[config.mk]
export PLATFORM = sky130hd
export DESIGN_NAME = rtcsl_status_lock
export DESIGN_NICKNAME = d
export VERILOG_FILES = /design/src/rtcsl_pkg.sv /design/src/rtcsl_status_lock.sv
export VERILOG_INCLUDE_DIRS = /design/src
export SDC_FILE = /design/constraint.sdc
export NUM_CORES = 1
export LEC_CHECK = 0
export BUFFER_PORTS_ARGS = -buffer_cell sky130_fd_sc_hd__buf_2
export CAP_MARGIN = 25
export CORE_MARGIN = 2
export CORE_UTILIZATION = 48
export CTS_CLUSTER_DIAMETER = 200
export DETAILED_ROUTE_END_ITERATION = 10
export GPL_ROUTABILITY_DRIVEN = 1
export PLACE_DENSITY = 0.69
export SLEW_MARGIN = 20
export SYNTH_ARGS = -nofsm -noshare
export SYNTH_HDL_FRONTEND = slang
export SYNTH_SLANG_ARGS = --single-unit
export TNS_END_PERCENT = 100
[constraint.sdc]
create_clock -name clock_in -period 5.2 [get_ports clock_in]
set_clock_uncertainty 0.1 [all_clocks]
set_input_delay 1.56 -clock clock_in [delete_from_list [all_inputs] [get_ports clock_in]]
set_output_delay 1.56 -clock clock_in [all_outputs]
set_load 0.01 [all_outputs]
[src/rtcsl_consts.svh]
`ifndef RTCSL_CONSTS_SVH
`define RTCSL_CONSTS_SVH

// register byte offsets
`define RTCSL_OFS_SECONDS        8'h00
`define RTCSL_OFS_PRESCALER      8'h04
`define RTCSL_OFS_ALARM          8'h08
`define RTCSL_OFS_COMPENSATION   8'h0C
`define RTCSL_OFS_CONTROL        8'h10
`define RTCSL_OFS_STATUS         8'h14
`define RTCSL_OFS_LOCK           8'h18

// clock_status fields
`define RTCSL_SR_COUNTER_ENABLE  4
`define RTCSL_SR_ALARM_FLAG      2
`define RTCSL_SR_OVERFLOW_FLAG   1
`define RTCSL_SR_INVALID_FLAG    0

// clock_write_lock fields
`define RTCSL_LR_SELF_LOCK       6
`define RTCSL_LR_STATUS_LOCK     5
`define RTCSL_LR_CONTROL_LOCK    4
`define RTCSL_LR_COMP_LOCK       3
`define RTCSL_LR_FIXED_ONES      32'h0000_0087

// control fields
`define RTCSL_CR_UPDATE_MODE     3
`define RTCSL_CR_SOFT_RESET      0

// reset values
`define RTCSL_RST_WORD           32'h0000_0000
`define RTCSL_RST_FLAG_CLEAR     1'h0
`define RTCSL_RST_INVALID        1'h1
`define RTCSL_RST_LOCK_OPEN      1'h1

`endif

[src/rtcsl_pkg.sv]
package rtcsl_pkg;

  typedef logic [31:0] rtcsl_word_t;
  typedef logic [3:0]  rtcsl_be_t;
  typedef logic [7:0]  rtcsl_addr_t;

endpackage : rtcsl_pkg

[src/rtcsl_status_lock.sv]
// Operation
// - counter disabled: seconds and prescaler writable, both hold still
// - counter enabled: seconds and prescaler writes ignored, both may count
// - alarm flag sets when alarm equals seconds as seconds increments
// - a write to the alarm compare register clears the alarm flag, unless an alarm match sets it in the same cycle
// - seconds wrap past maximum while enabled sets the overflow flag
// - overflow set: counting stops, seconds and prescaler read zero
// - seconds write while disabled clears overflow and invalid-time flags
// - invalid-time flag sets on power-on reset and on software reset
// - invalid-time set: counting stops, seconds and prescaler read zero
// - self-lock clear ignores lock writes; only resets set it again
// - status-lock clear ignores status writes; only resets set it again
// - control-lock clear ignores control writes; only power-on restores
// - compensation-lock clear ignores compensation writes; resets restore
// - update mode lets enable be written under status lock, limited cases
// - software reset bit resets the block; cleared by power-on or write 0
// - prescaler steps per oscillator cycle when enabled and overflow and invalid-time flags clear
// - seconds step on each falling edge of prescaler bit 14
`timescale 1ns/1ps
`include "rtcsl_consts.svh"

module rtcsl_status_lock
  import rtcsl_pkg::*;
#(
  parameter int PRESC_W = 16,
  parameter int SEC_TAP = 14
) (
  input  wire logic        clock_in,
  input  wire logic        nrst_in,
  input  wire logic        osc_clk_in,
  input  wire rtcsl_addr_t avs_address_in,
  input  wire logic        avs_read_in,
  input  wire logic        avs_write_in,
  input  wire rtcsl_word_t avs_writedata_in,
  input  wire rtcsl_be_t   avs_byteenable_in,
  output rtcsl_word_t      avs_readdata_out,
  output logic             avs_waitrequest_out,
  output logic             alarm_flag_out,
  output logic             overflow_flag_out,
  output logic             invalid_time_flag_out
);

  generate
    if (PRESC_W < 2 || PRESC_W > 32 || SEC_TAP >= PRESC_W || SEC_TAP < 0)
    begin : g_bad_param
      $error("rtcsl_status_lock: prescaler width or tap out of range");
    end
  endgenerate

  function automatic rtcsl_word_t be_mask(input rtcsl_be_t be);
    return {{8{be[3]}}, {8{be[2]}}, {8{be[1]}}, {8{be[0]}}};
  endfunction : be_mask

  function automatic rtcsl_word_t merge(input rtcsl_word_t old_val,
                                        input rtcsl_word_t new_val,
                                        input rtcsl_word_t mask);
    return (old_val & ~mask) | (new_val & mask);
  endfunction : merge

  // bus handshake: one wait state per access
  logic              ack_ff;
  logic              req;
  logic              wr_fire;
  logic              rd_load;
  rtcsl_word_t       wmask;
  rtcsl_word_t       wdata;
  rtcsl_word_t       rd_value;
  rtcsl_word_t       readdata_ff;

  // register state
  rtcsl_word_t       seconds_ff;
  logic [PRESC_W-1:0] presc_ff;
  rtcsl_word_t       alarm_ff;
  rtcsl_word_t       comp_ff;
  logic              counter_enable_ff;
  logic              alarm_flag_ff;
  logic              overflow_flag_ff;
  logic              invalid_time_flag_ff;
  logic              lock_self_lock_ff;
  logic              status_lock_ff;
  logic              control_lock_ff;
  logic              compensation_lock_ff;
  logic              update_mode_ff;
  logic              software_reset_bit_ff;

  // oscillator synchroniser
  logic              osc_meta_ff;
  logic              osc_sync_ff;
  logic              osc_prev_ff;
  logic              osc_rise;

  // counting
  logic              count_allowed;
  logic              presc_step;
  logic [PRESC_W-1:0] nxt_presc;
  rtcsl_word_t       presc_wr_val;
  logic              sec_step;
  logic              sec_wrap;
  logic              time_blanked;
  logic              soft_rst;

  // decoded writes
  logic              wr_seconds;
  logic              wr_presc;
  logic              wr_alarm;
  logic              wr_comp;
  logic              wr_control;
  logic              wr_status;
  logic              wr_lock;
  logic              time_wr_ok;
  logic              sec_wr_ok;
  logic              enable_wr_ok;

  assign req                 = avs_read_in | avs_write_in;
  assign avs_waitrequest_out = req & ~ack_ff;
  assign wr_fire             = avs_write_in & ack_ff;
  assign rd_load             = avs_read_in & ~ack_ff;
  assign wmask               = be_mask(avs_byteenable_in);
  assign wdata               = avs_writedata_in;
  assign avs_readdata_out    = readdata_ff;

  assign alarm_flag_out        = alarm_flag_ff;
  assign overflow_flag_out     = overflow_flag_ff;
  assign invalid_time_flag_out = invalid_time_flag_ff;

  // held while the bit stays set, so the block is kept in reset
  assign soft_rst = software_reset_bit_ff;

  assign wr_seconds = wr_fire & (avs_address_in == `RTCSL_OFS_SECONDS);
  assign wr_presc   = wr_fire & (avs_address_in == `RTCSL_OFS_PRESCALER);
  assign wr_alarm   = wr_fire & (avs_address_in == `RTCSL_OFS_ALARM);
  assign wr_comp    = wr_fire & (avs_address_in == `RTCSL_OFS_COMPENSATION);
  assign wr_control = wr_fire & (avs_address_in == `RTCSL_OFS_CONTROL);
  assign wr_status  = wr_fire & (avs_address_in == `RTCSL_OFS_STATUS);
  assign wr_lock    = wr_fire & (avs_address_in == `RTCSL_OFS_LOCK);

  assign time_wr_ok = ~counter_enable_ff;
  assign sec_wr_ok  = wr_seconds & time_wr_ok;

  // status lock bypass for the enable bit alone
  assign enable_wr_ok = wr_status & wmask[`RTCSL_SR_COUNTER_ENABLE] &
                        (status_lock_ff |
                         (update_mode_ff & (overflow_flag_ff |
                          invalid_time_flag_ff | ~counter_enable_ff)));

  assign osc_rise      = osc_sync_ff & ~osc_prev_ff;
  assign count_allowed = counter_enable_ff & ~overflow_flag_ff &
                         ~invalid_time_flag_ff;
  assign presc_step    = count_allowed & osc_rise;
  assign nxt_presc     = presc_ff + {{(PRESC_W-1){1'b0}}, 1'b1};
  assign presc_wr_val  = merge({{(32-PRESC_W){1'b0}}, presc_ff}, wdata,
                               wmask);
  assign sec_step      = presc_step & presc_ff[SEC_TAP] &
                         ~nxt_presc[SEC_TAP];
  assign sec_wrap      = sec_step & (&seconds_ff);
  assign time_blanked  = overflow_flag_ff | invalid_time_flag_ff;

  always_ff @(posedge clock_in or negedge nrst_in) begin
    if (!nrst_in) begin
      ack_ff <= 1'b0;
    end else begin
      ack_ff <= req & ~ack_ff;
    end
  end

  // oscillator pin crosses in; not touched by software reset
  always_ff @(posedge clock_in or negedge nrst_in) begin
    if (!nrst_in) begin
      osc_meta_ff <= 1'b0;
      osc_sync_ff <= 1'b0;
      osc_prev_ff <= 1'b0;
    end else begin
      osc_meta_ff <= osc_clk_in;
      osc_sync_ff <= osc_meta_ff;
      osc_prev_ff <= osc_sync_ff;
    end
  end

  always_ff @(posedge clock_in or negedge nrst_in) begin
    if (!nrst_in) begin
      seconds_ff <= `RTCSL_RST_WORD;
    end else if (soft_rst) begin
      seconds_ff <= `RTCSL_RST_WORD;
    end else if (sec_wr_ok) begin
      seconds_ff <= merge(seconds_ff, wdata, wmask);
    end else if (sec_step) begin
      // wraps to zero; overflow flag then freezes it
      seconds_ff <= seconds_ff + 32'h0000_0001;
    end
  end

  always_ff @(posedge clock_in or negedge nrst_in) begin
    if (!nrst_in) begin
      presc_ff <= '0;
    end else if (soft_rst) begin
      presc_ff <= '0;
    end else if (wr_presc & time_wr_ok) begin
      presc_ff <= presc_wr_val[PRESC_W-1:0];
    end else if (presc_step) begin
      presc_ff <= nxt_presc;
    end
  end

  always_ff @(posedge clock_in or negedge nrst_in) begin
    if (!nrst_in) begin
      alarm_ff <= `RTCSL_RST_WORD;
    end else if (soft_rst) begin
      alarm_ff <= `RTCSL_RST_WORD;
    end else if (wr_alarm) begin
      alarm_ff <= merge(alarm_ff, wdata, wmask);
    end
  end

  always_ff @(posedge clock_in or negedge nrst_in) begin
    if (!nrst_in) begin
      comp_ff <= `RTCSL_RST_WORD;
    end else if (soft_rst) begin
      comp_ff <= `RTCSL_RST_WORD;
    end else if (wr_comp & compensation_lock_ff) begin
      comp_ff <= merge(comp_ff, wdata, wmask);
    end
  end

  always_ff @(posedge clock_in or negedge nrst_in) begin
    if (!nrst_in) begin
      counter_enable_ff <= `RTCSL_RST_FLAG_CLEAR;
    end else if (soft_rst) begin
      counter_enable_ff <= `RTCSL_RST_FLAG_CLEAR;
    end else if (enable_wr_ok) begin
      counter_enable_ff <= wdata[`RTCSL_SR_COUNTER_ENABLE];
    end
  end

  // set beats the clear of a same-cycle alarm write
  always_ff @(posedge clock_in or negedge nrst_in) begin
    if (!nrst_in) begin
      alarm_flag_ff <= `RTCSL_RST_FLAG_CLEAR;
    end else if (soft_rst) begin
      alarm_flag_ff <= `RTCSL_RST_FLAG_CLEAR;
    end else if (sec_step && (alarm_ff == seconds_ff)) begin
      alarm_flag_ff <= 1'b1;
    end else if (wr_alarm) begin
      alarm_flag_ff <= 1'b0;
    end
  end

  always_ff @(posedge clock_in or negedge nrst_in) begin
    if (!nrst_in) begin
      overflow_flag_ff <= `RTCSL_RST_FLAG_CLEAR;
    end else if (soft_rst) begin
      overflow_flag_ff <= `RTCSL_RST_FLAG_CLEAR;
    end else if (sec_wrap) begin
      overflow_flag_ff <= 1'b1;
    end else if (sec_wr_ok) begin
      overflow_flag_ff <= 1'b0;
    end
  end

  always_ff @(posedge clock_in or negedge nrst_in) begin
    if (!nrst_in) begin
      invalid_time_flag_ff <= `RTCSL_RST_INVALID;
    end else if (soft_rst) begin
      invalid_time_flag_ff <= `RTCSL_RST_INVALID;
    end else if (sec_wr_ok) begin
      invalid_time_flag_ff <= 1'b0;
    end
  end

  // lock bits can only be cleared by software
  always_ff @(posedge clock_in or negedge nrst_in) begin
    if (!nrst_in) begin
      lock_self_lock_ff    <= `RTCSL_RST_LOCK_OPEN;
      status_lock_ff       <= `RTCSL_RST_LOCK_OPEN;
      compensation_lock_ff <= `RTCSL_RST_LOCK_OPEN;
    end else if (soft_rst) begin
      lock_self_lock_ff    <= `RTCSL_RST_LOCK_OPEN;
      status_lock_ff       <= `RTCSL_RST_LOCK_OPEN;
      compensation_lock_ff <= `RTCSL_RST_LOCK_OPEN;
    end else if (wr_lock & lock_self_lock_ff) begin
      lock_self_lock_ff    <= lock_self_lock_ff &
                              (wdata[`RTCSL_LR_SELF_LOCK] |
                               ~wmask[`RTCSL_LR_SELF_LOCK]);
      status_lock_ff       <= status_lock_ff &
                              (wdata[`RTCSL_LR_STATUS_LOCK] |
                               ~wmask[`RTCSL_LR_STATUS_LOCK]);
      compensation_lock_ff <= compensation_lock_ff &
                              (wdata[`RTCSL_LR_COMP_LOCK] |
                               ~wmask[`RTCSL_LR_COMP_LOCK]);
    end
  end

  // untouched by software reset; only power-on reopens the control register
  always_ff @(posedge clock_in or negedge nrst_in) begin
    if (!nrst_in) begin
      control_lock_ff <= `RTCSL_RST_LOCK_OPEN;
    end else if (wr_lock & lock_self_lock_ff) begin
      control_lock_ff <= control_lock_ff &
                         (wdata[`RTCSL_LR_CONTROL_LOCK] |
                          ~wmask[`RTCSL_LR_CONTROL_LOCK]);
    end
  end

  always_ff @(posedge clock_in or negedge nrst_in) begin
    if (!nrst_in) begin
      update_mode_ff <= `RTCSL_RST_FLAG_CLEAR;
    end else if (soft_rst) begin
      update_mode_ff <= `RTCSL_RST_FLAG_CLEAR;
    end else if (wr_control & control_lock_ff &
                 wmask[`RTCSL_CR_UPDATE_MODE]) begin
      update_mode_ff <= wdata[`RTCSL_CR_UPDATE_MODE];
    end
  end

  // the reset bit itself is exempt from its own reset
  always_ff @(posedge clock_in or negedge nrst_in) begin
    if (!nrst_in) begin
      software_reset_bit_ff <= `RTCSL_RST_FLAG_CLEAR;
    end else if (wr_control & control_lock_ff &
                 wmask[`RTCSL_CR_SOFT_RESET]) begin
      software_reset_bit_ff <= wdata[`RTCSL_CR_SOFT_RESET];
    end
  end

  // unmapped offsets read zero and take no write
  always_comb begin
    rd_value = `RTCSL_RST_WORD;
    unique case (avs_address_in)
      `RTCSL_OFS_SECONDS: begin
        rd_value = time_blanked ? `RTCSL_RST_WORD : seconds_ff;
      end
      `RTCSL_OFS_PRESCALER: begin
        rd_value = time_blanked ? `RTCSL_RST_WORD :
                   {{(32-PRESC_W){1'b0}}, presc_ff};
      end
      `RTCSL_OFS_ALARM: begin
        rd_value = alarm_ff;
      end
      `RTCSL_OFS_COMPENSATION: begin
        rd_value = comp_ff;
      end
      `RTCSL_OFS_CONTROL: begin
        rd_value[`RTCSL_CR_UPDATE_MODE] = update_mode_ff;
        rd_value[`RTCSL_CR_SOFT_RESET]  = software_reset_bit_ff;
      end
      `RTCSL_OFS_STATUS: begin
        rd_value[`RTCSL_SR_COUNTER_ENABLE] = counter_enable_ff;
        rd_value[`RTCSL_SR_ALARM_FLAG]     = alarm_flag_ff;
        rd_value[`RTCSL_SR_OVERFLOW_FLAG]  = overflow_flag_ff;
        rd_value[`RTCSL_SR_INVALID_FLAG]   = invalid_time_flag_ff;
      end
      `RTCSL_OFS_LOCK: begin
        rd_value = `RTCSL_LR_FIXED_ONES;
        rd_value[`RTCSL_LR_SELF_LOCK]    = lock_self_lock_ff;
        rd_value[`RTCSL_LR_STATUS_LOCK]  = status_lock_ff;
        rd_value[`RTCSL_LR_CONTROL_LOCK] = control_lock_ff;
        rd_value[`RTCSL_LR_COMP_LOCK]    = compensation_lock_ff;
      end
      default: begin
        rd_value = `RTCSL_RST_WORD;
      end
    endcase
  end

  always_ff @(posedge clock_in or negedge nrst_in) begin
    if (!nrst_in) begin
      readdata_ff <= `RTCSL_RST_WORD;
    end else if (rd_load) begin
      readdata_ff <= rd_value;
    end
  end

endmodule : rtcsl_status_lock

* Yosys cells after proc, flatten, opt, wreduce, memory -nomap -nowiden
Index checks and enable logic that the tools add are counted.
** Word-level totals
- Register bits after elaboration :: 158
- Bits of input ports :: 49
- Output and inout bits :: 36
- Logic and storage cells :: 130
** Operators by class
- Add/subtract/negate cells :: 2
- Eq/ne operators :: 7
- Multiplexer cells :: 34
- Bitwise operators :: 55
- Reductions and logical operators :: 13
** Operators by type and width (number)
- $mux W32 :: 8
- $pmux W27 S5 :: 1
- $and A32 B32 Y32 :: 4
- $or A32 B32 Y32 :: 3
- $mux W16 :: 4
- $add A32 B1 Y32 const B :: 1
- $eq A32 B32 Y1 :: 1
- $not A32 Y32 :: 1
- $reduce_and A32 Y1 :: 1
- $and A1 B1 Y1 :: 30
- $eq A8 B5 Y1 const B :: 3
- $mux W1 :: 17
- $add A16 B1 Y16 const B :: 1
- $and A16 B16 Y16 :: 1
- $eq A8 B4 Y1 const B :: 2
- $or A16 B16 Y16 :: 1
- $pmux W1 S6 :: 2
- $pmux W2 S6 :: 1
- $reduce_bool A2 Y1 :: 6
- $reduce_bool A3 Y1 :: 4
- $eq A8 B3 Y1 const B :: 1
- $logic_not A8 Y1 :: 1
- $or A1 B1 Y1 :: 8
- $not A1 Y1 :: 7
- 2 further kinds :: 2

* Depth between registers and ports, before layout
- Word-level depth :: 9
- Gate-level depth with buffers :: 9
- Mapped depth without buffers :: 6

* Worst setup path after synthesis
Ideal clock, no wire load.
- Kind :: input port to flip-flop
- Start :: input port avs_address_in[7]
- End :: register comp_ff[25]
- Setup time :: 132 ps
- Data arrival time :: 3562 ps
- Required time :: 4968 ps
- Setup slack :: 1406 ps
- Stages :: 7
- Buffers on the path :: 2
- Cells stage by stage :: or4_1 -> clkbuf_1 -> nor4_1 -> clkbuf_1 -> nand4_1 -> mux2i_1 -> nor2_1
** Between the ends
- Word-level cells in the longest chain between the ends :: 4
** Ends and longest elaborated chain
- from (decl) :: RTL line rtcsl_status_lock.sv:31 : input wire rtcsl_addr_t avs_address_in,
- $eq A8 B4 Y1
- $and A1 B1 Y1 :: RTL line rtcsl_status_lock.sv:132 : assign wr_comp = wr_fire & (avs_address_in == `RTCSL_OFS_COMPENSATION);
- $and A1 B1 Y1 :: RTL line rtcsl_status_lock.sv:219 : end else if (wr_comp & compensation_lock_ff) begin
- $reduce_bool A2 Y1 (no source line)
- to (signal assigned) :: RTL line rtcsl_status_lock.sv:216 : comp_ff <= `RTCSL_RST_WORD;
- to (signal assigned) :: RTL line rtcsl_status_lock.sv:218 : comp_ff <= `RTCSL_RST_WORD;
- to (signal assigned) :: RTL line rtcsl_status_lock.sv:220 : comp_ff <= merge(comp_ff, wdata, wmask);
- to (decl) :: RTL line rtcsl_status_lock.sv:74 : rtcsl_word_t comp_ff;
Every way passes these cells.
A chain may end at the register's enable or synchronous reset.

* Worst setup path in the final report
- Start :: input port avs_write_in
- End :: output port avs_waitrequest_out
** Between the ends
- Word-level cells in the longest chain between the ends :: 2
** Ends and longest elaborated chain
- from (decl) :: RTL line rtcsl_status_lock.sv:33 : input wire logic avs_write_in,
- $or A1 B1 Y1 :: RTL line rtcsl_status_lock.sv:114 : assign req = avs_read_in | avs_write_in;
- $and A1 B1 Y1 :: RTL line rtcsl_status_lock.sv:115 : assign avs_waitrequest_out = req & ~ack_ff;
- to (decl) :: RTL line rtcsl_status_lock.sv:37 : output logic avs_waitrequest_out,
Every way passes these cells.

==> flow_summary.yaml <==
status:
  outcome: "finished clean"
clock_tree:
  cts_inserted_buffers: 17
  cts_setup_buffers: 0
  clockBufferDepth: 2
  clkSinkCount: 158
  insertion_delay_ps: 440
  ctsResizeCount: 0
  cts_tree: "done"
  path_clk_slew_ps: 60
  htreeDepth: 4
  postCtsHoldBufs: 0
  cts-root-buf: "clkbuf_16"
floorplanning:
  rows: 49
  dieArea_sq_um: 19240
  die_w_microns: 138.7
  start_util_pct: 48.64
  ioPinCount: 85
  core-area_sq_um: 17900
  die_h_microns: 138.7
global_route:
  grt_first_pass_wirelength_microns: 43470
  track_usage_pct: 28.58
  grt_max_degree: 74
  gr-total-overflow: 0
  first_global_vias: 7777
  antenna_found_initial: 0
timing:
  hold_viol: 0
  rsz0062_at_grt: "no"
  min_period_ps: 3641
  fin_crit_sh_pct: 70.02
  setup_violations: 0
  relSlewSlack_pct: 42.47
  finalMaxSlewViolations: 0
  worst_pin_slew_ps: 855.1
  tns_ps: 0
  fmax_ghz: 0.2747
synth:
  syn_nets: 1030
  yosysSeqAreaShare_pct: 45.47
  yosys_register_bits: 158
  ys_warn_count: 0
  synth_ff_type: "dfrtp_1"
  yosysUniqueCellTypes: 58
  synth_area_sq_um: 8708
  syn_area_per_cell_sq_um: 8.895
  synth_edf_count: 0
  synthArstFlopShare_pct: 100.0
  synthCells: 979
setup_path:
  end_kind: "primary output"
  cp.arrival_ps: 1980
  path_max_fanout: 5
  startpoint_type: "input pin"
  crit_required_ps: 3540
  path_class: "in2out"
place:
  hpwlAfterDp_microns: 18270
  io_buffers: 84
  gp_congestion: 0.9584
route:
  drc: 0
  wl_per_cell_microns: 21.59
  ant_nets: 0
  via_count: 8151
  wl_microns: 27270
  first_pass_iters: 8
  avgViaCountPerCell: 6.454
  first_iter_violations: 1134
cells_and_area:
  fin_util_pct: 55.21
  final_cell_mix: "152 x dfrtp_1, 148 x nand2_1, 83 x buf_2, 79 x nor2_1, 73 x a21oi_1"
  area_delta_synth_final_pct: 13.49
  final_common_cell: "dfrtp_1"
  layout-drive-gt1-share_pct: 15.18
  nets: 1072
  antenna_cells: 0
  fill_cells: 1612
pwr:
  power.leakage_nw: 4.288
  power_density_nw_per_um2: 278.0
  ir_drop_mv: 0.2547
  finalPower_mw: 2.748
run:
  maxCapViolations: 0
worst_hold_path:
  hold_path.class: "reg2reg"
[cells in the mapped netlist, drive strengths merged (3+ instances only)]
library cell / n / area share (%)
and4: 7 / 0.70
and2: 8 / 0.57
o21ai: 41 / 2.4
or4: 14 / 1.2
a22o: 3 / 0.30
mux2i: 43 / 4.9
a221oi: 3 / 0.30
dfrtp: 153 / 44
a22oi: 11 / 0.95
o21a: 3 / 0.26
a2bb2oi: 3 / 0.30
o221ai: 4 / 0.40
or2: 8 / 0.57
a311oi: 4 / 0.40
o311ai: 3 / 0.30
nand2b: 9 / 0.65
nor3: 17 / 0.98
nand2: 148 / 6.4
a21o: 10 / 0.86
dfstp: 5 / 1.5
mux2: 4 / 0.52
o211ai: 7 / 0.60
a21oi: 73 / 4.2
xnor2: 35 / 3.5
a222oi: 29 / 3.3
or3: 12 / 0.92
clkbuf: 73 / 3.2
a31oi: 25 / 1.8
nand3: 36 / 2.1
nand4: 27 / 1.9
nor2: 79 / 3.4
inv: 9 / 0.39
buf: 5 / 0.47
nor2b: 4 / 0.29
nor4: 27 / 1.9
and3: 12 / 0.86
[metrics by stage]
step / hold WS (ps) / cell area (sq um) / cells / worst slack (ps)
after floorplan: 231.2 / 8708 / 979 / 1406
final: 252.5 / 9883 / 1263 / 1559
after CTS: 255.7 / 9883 / 1263 / 1557
after global routing: 256.0 / 9883 / 1263 / 1469
after detailed placement: 240.5 / 9280 / 1231 / 1131
after global placement: 237.1 / 9280 / 1231 / 1193
[final cells by class]
class                      count  area, sq um  share of cell area, %
clock inverter                 9        135.1                  1.367
multi-input combinational    734         4442                  44.94
inverter                       9        33.78                 0.3418
sequential                   158         3964                  40.11
clock buffer                  23        467.9                  4.735
tap                          229        286.5                  2.899
timing repair buffer         101        554.3                  5.608
[worst max-delay path, cell delays in order]
cell and delay (ps):
buf_2 120, nor2_1 50, nor2_1 110, buf_2 150
[registers in the layout (all words and copies together) (netlist names)]
register and flops:
soft_rst 1, lock_self_lock_ff 1, osc_sync_ff 1, osc_prev_ff 1, update_mode_ff 1, avs_readdata_out 32
control_lock_ff 1, osc_meta_ff 1, seconds_ff 32, status_lock_ff 1, comp_ff 32, overflow_flag_out 1
ack_ff 1, alarm_flag_out 1, presc_ff 16, invalid_time_flag_out 1, counter_enable_ff 1, compensation_lock_ff 1
alarm_ff 32
[layer usage]
layer | vias up | global-route usage [%] | part of all wire [%]
li1 | 3705 | - | -
met1 | 3968 | 39.65 | 42
met2 | 417 | 45.36 | 47
met3 | 61 | 4.593 | 8.0
met4 | 0 | 11.06 | 2.8
met5 | - | 0 | 0
[logic make-up (layout without fill, tap and decap cells)]
logic type,count (synthesis),after routing,share of synthesized area (%)
simple gates,415,415,23.22
compound gates,235,235,18.02
flops,158,158,45.47
buf+inv,87,142,4.023
mux,47,47,5.460
xor+xnor,35,35,3.520
fa+ha+maj,2,2,0.2873
[report_power, final]
part | switching [mW] | leakage [nW] | internal, mW | total (mW)
clock | 0.510 | 0.295 | 0.782 | 1.29
sequential | 0.0358 | 2.08 | 1.26 | 1.29
combinational | 0.109 | 1.92 | 0.0560 | 0.165
total | 0.655 | 4.29 | 2.09 | 2.75
[final timing paths]
| path | startpoint | endpoint | slack (ps) | cells past startpoint |
|---|---|---|---|---|
| min in group asynchronous | nrst_in | avs_readdata_out[28] | 1030 | 1 |
| worst max-delay path | avs_write_in | avs_waitrequest_out | 1560 | 4 |
| worst min-delay path | osc_meta_ff | osc_sync_ff | 250 | 0 |
| worst max register to register | counter_enable_ff | seconds_ff[30] | 1860 | 5 |
| worst min register to register | osc_meta_ff | osc_sync_ff | 250 | 0 |
| max in group asynchronous | nrst_in | alarm_ff[22] | 2990 | 2 |
Power figures use the tool's default switching activity.
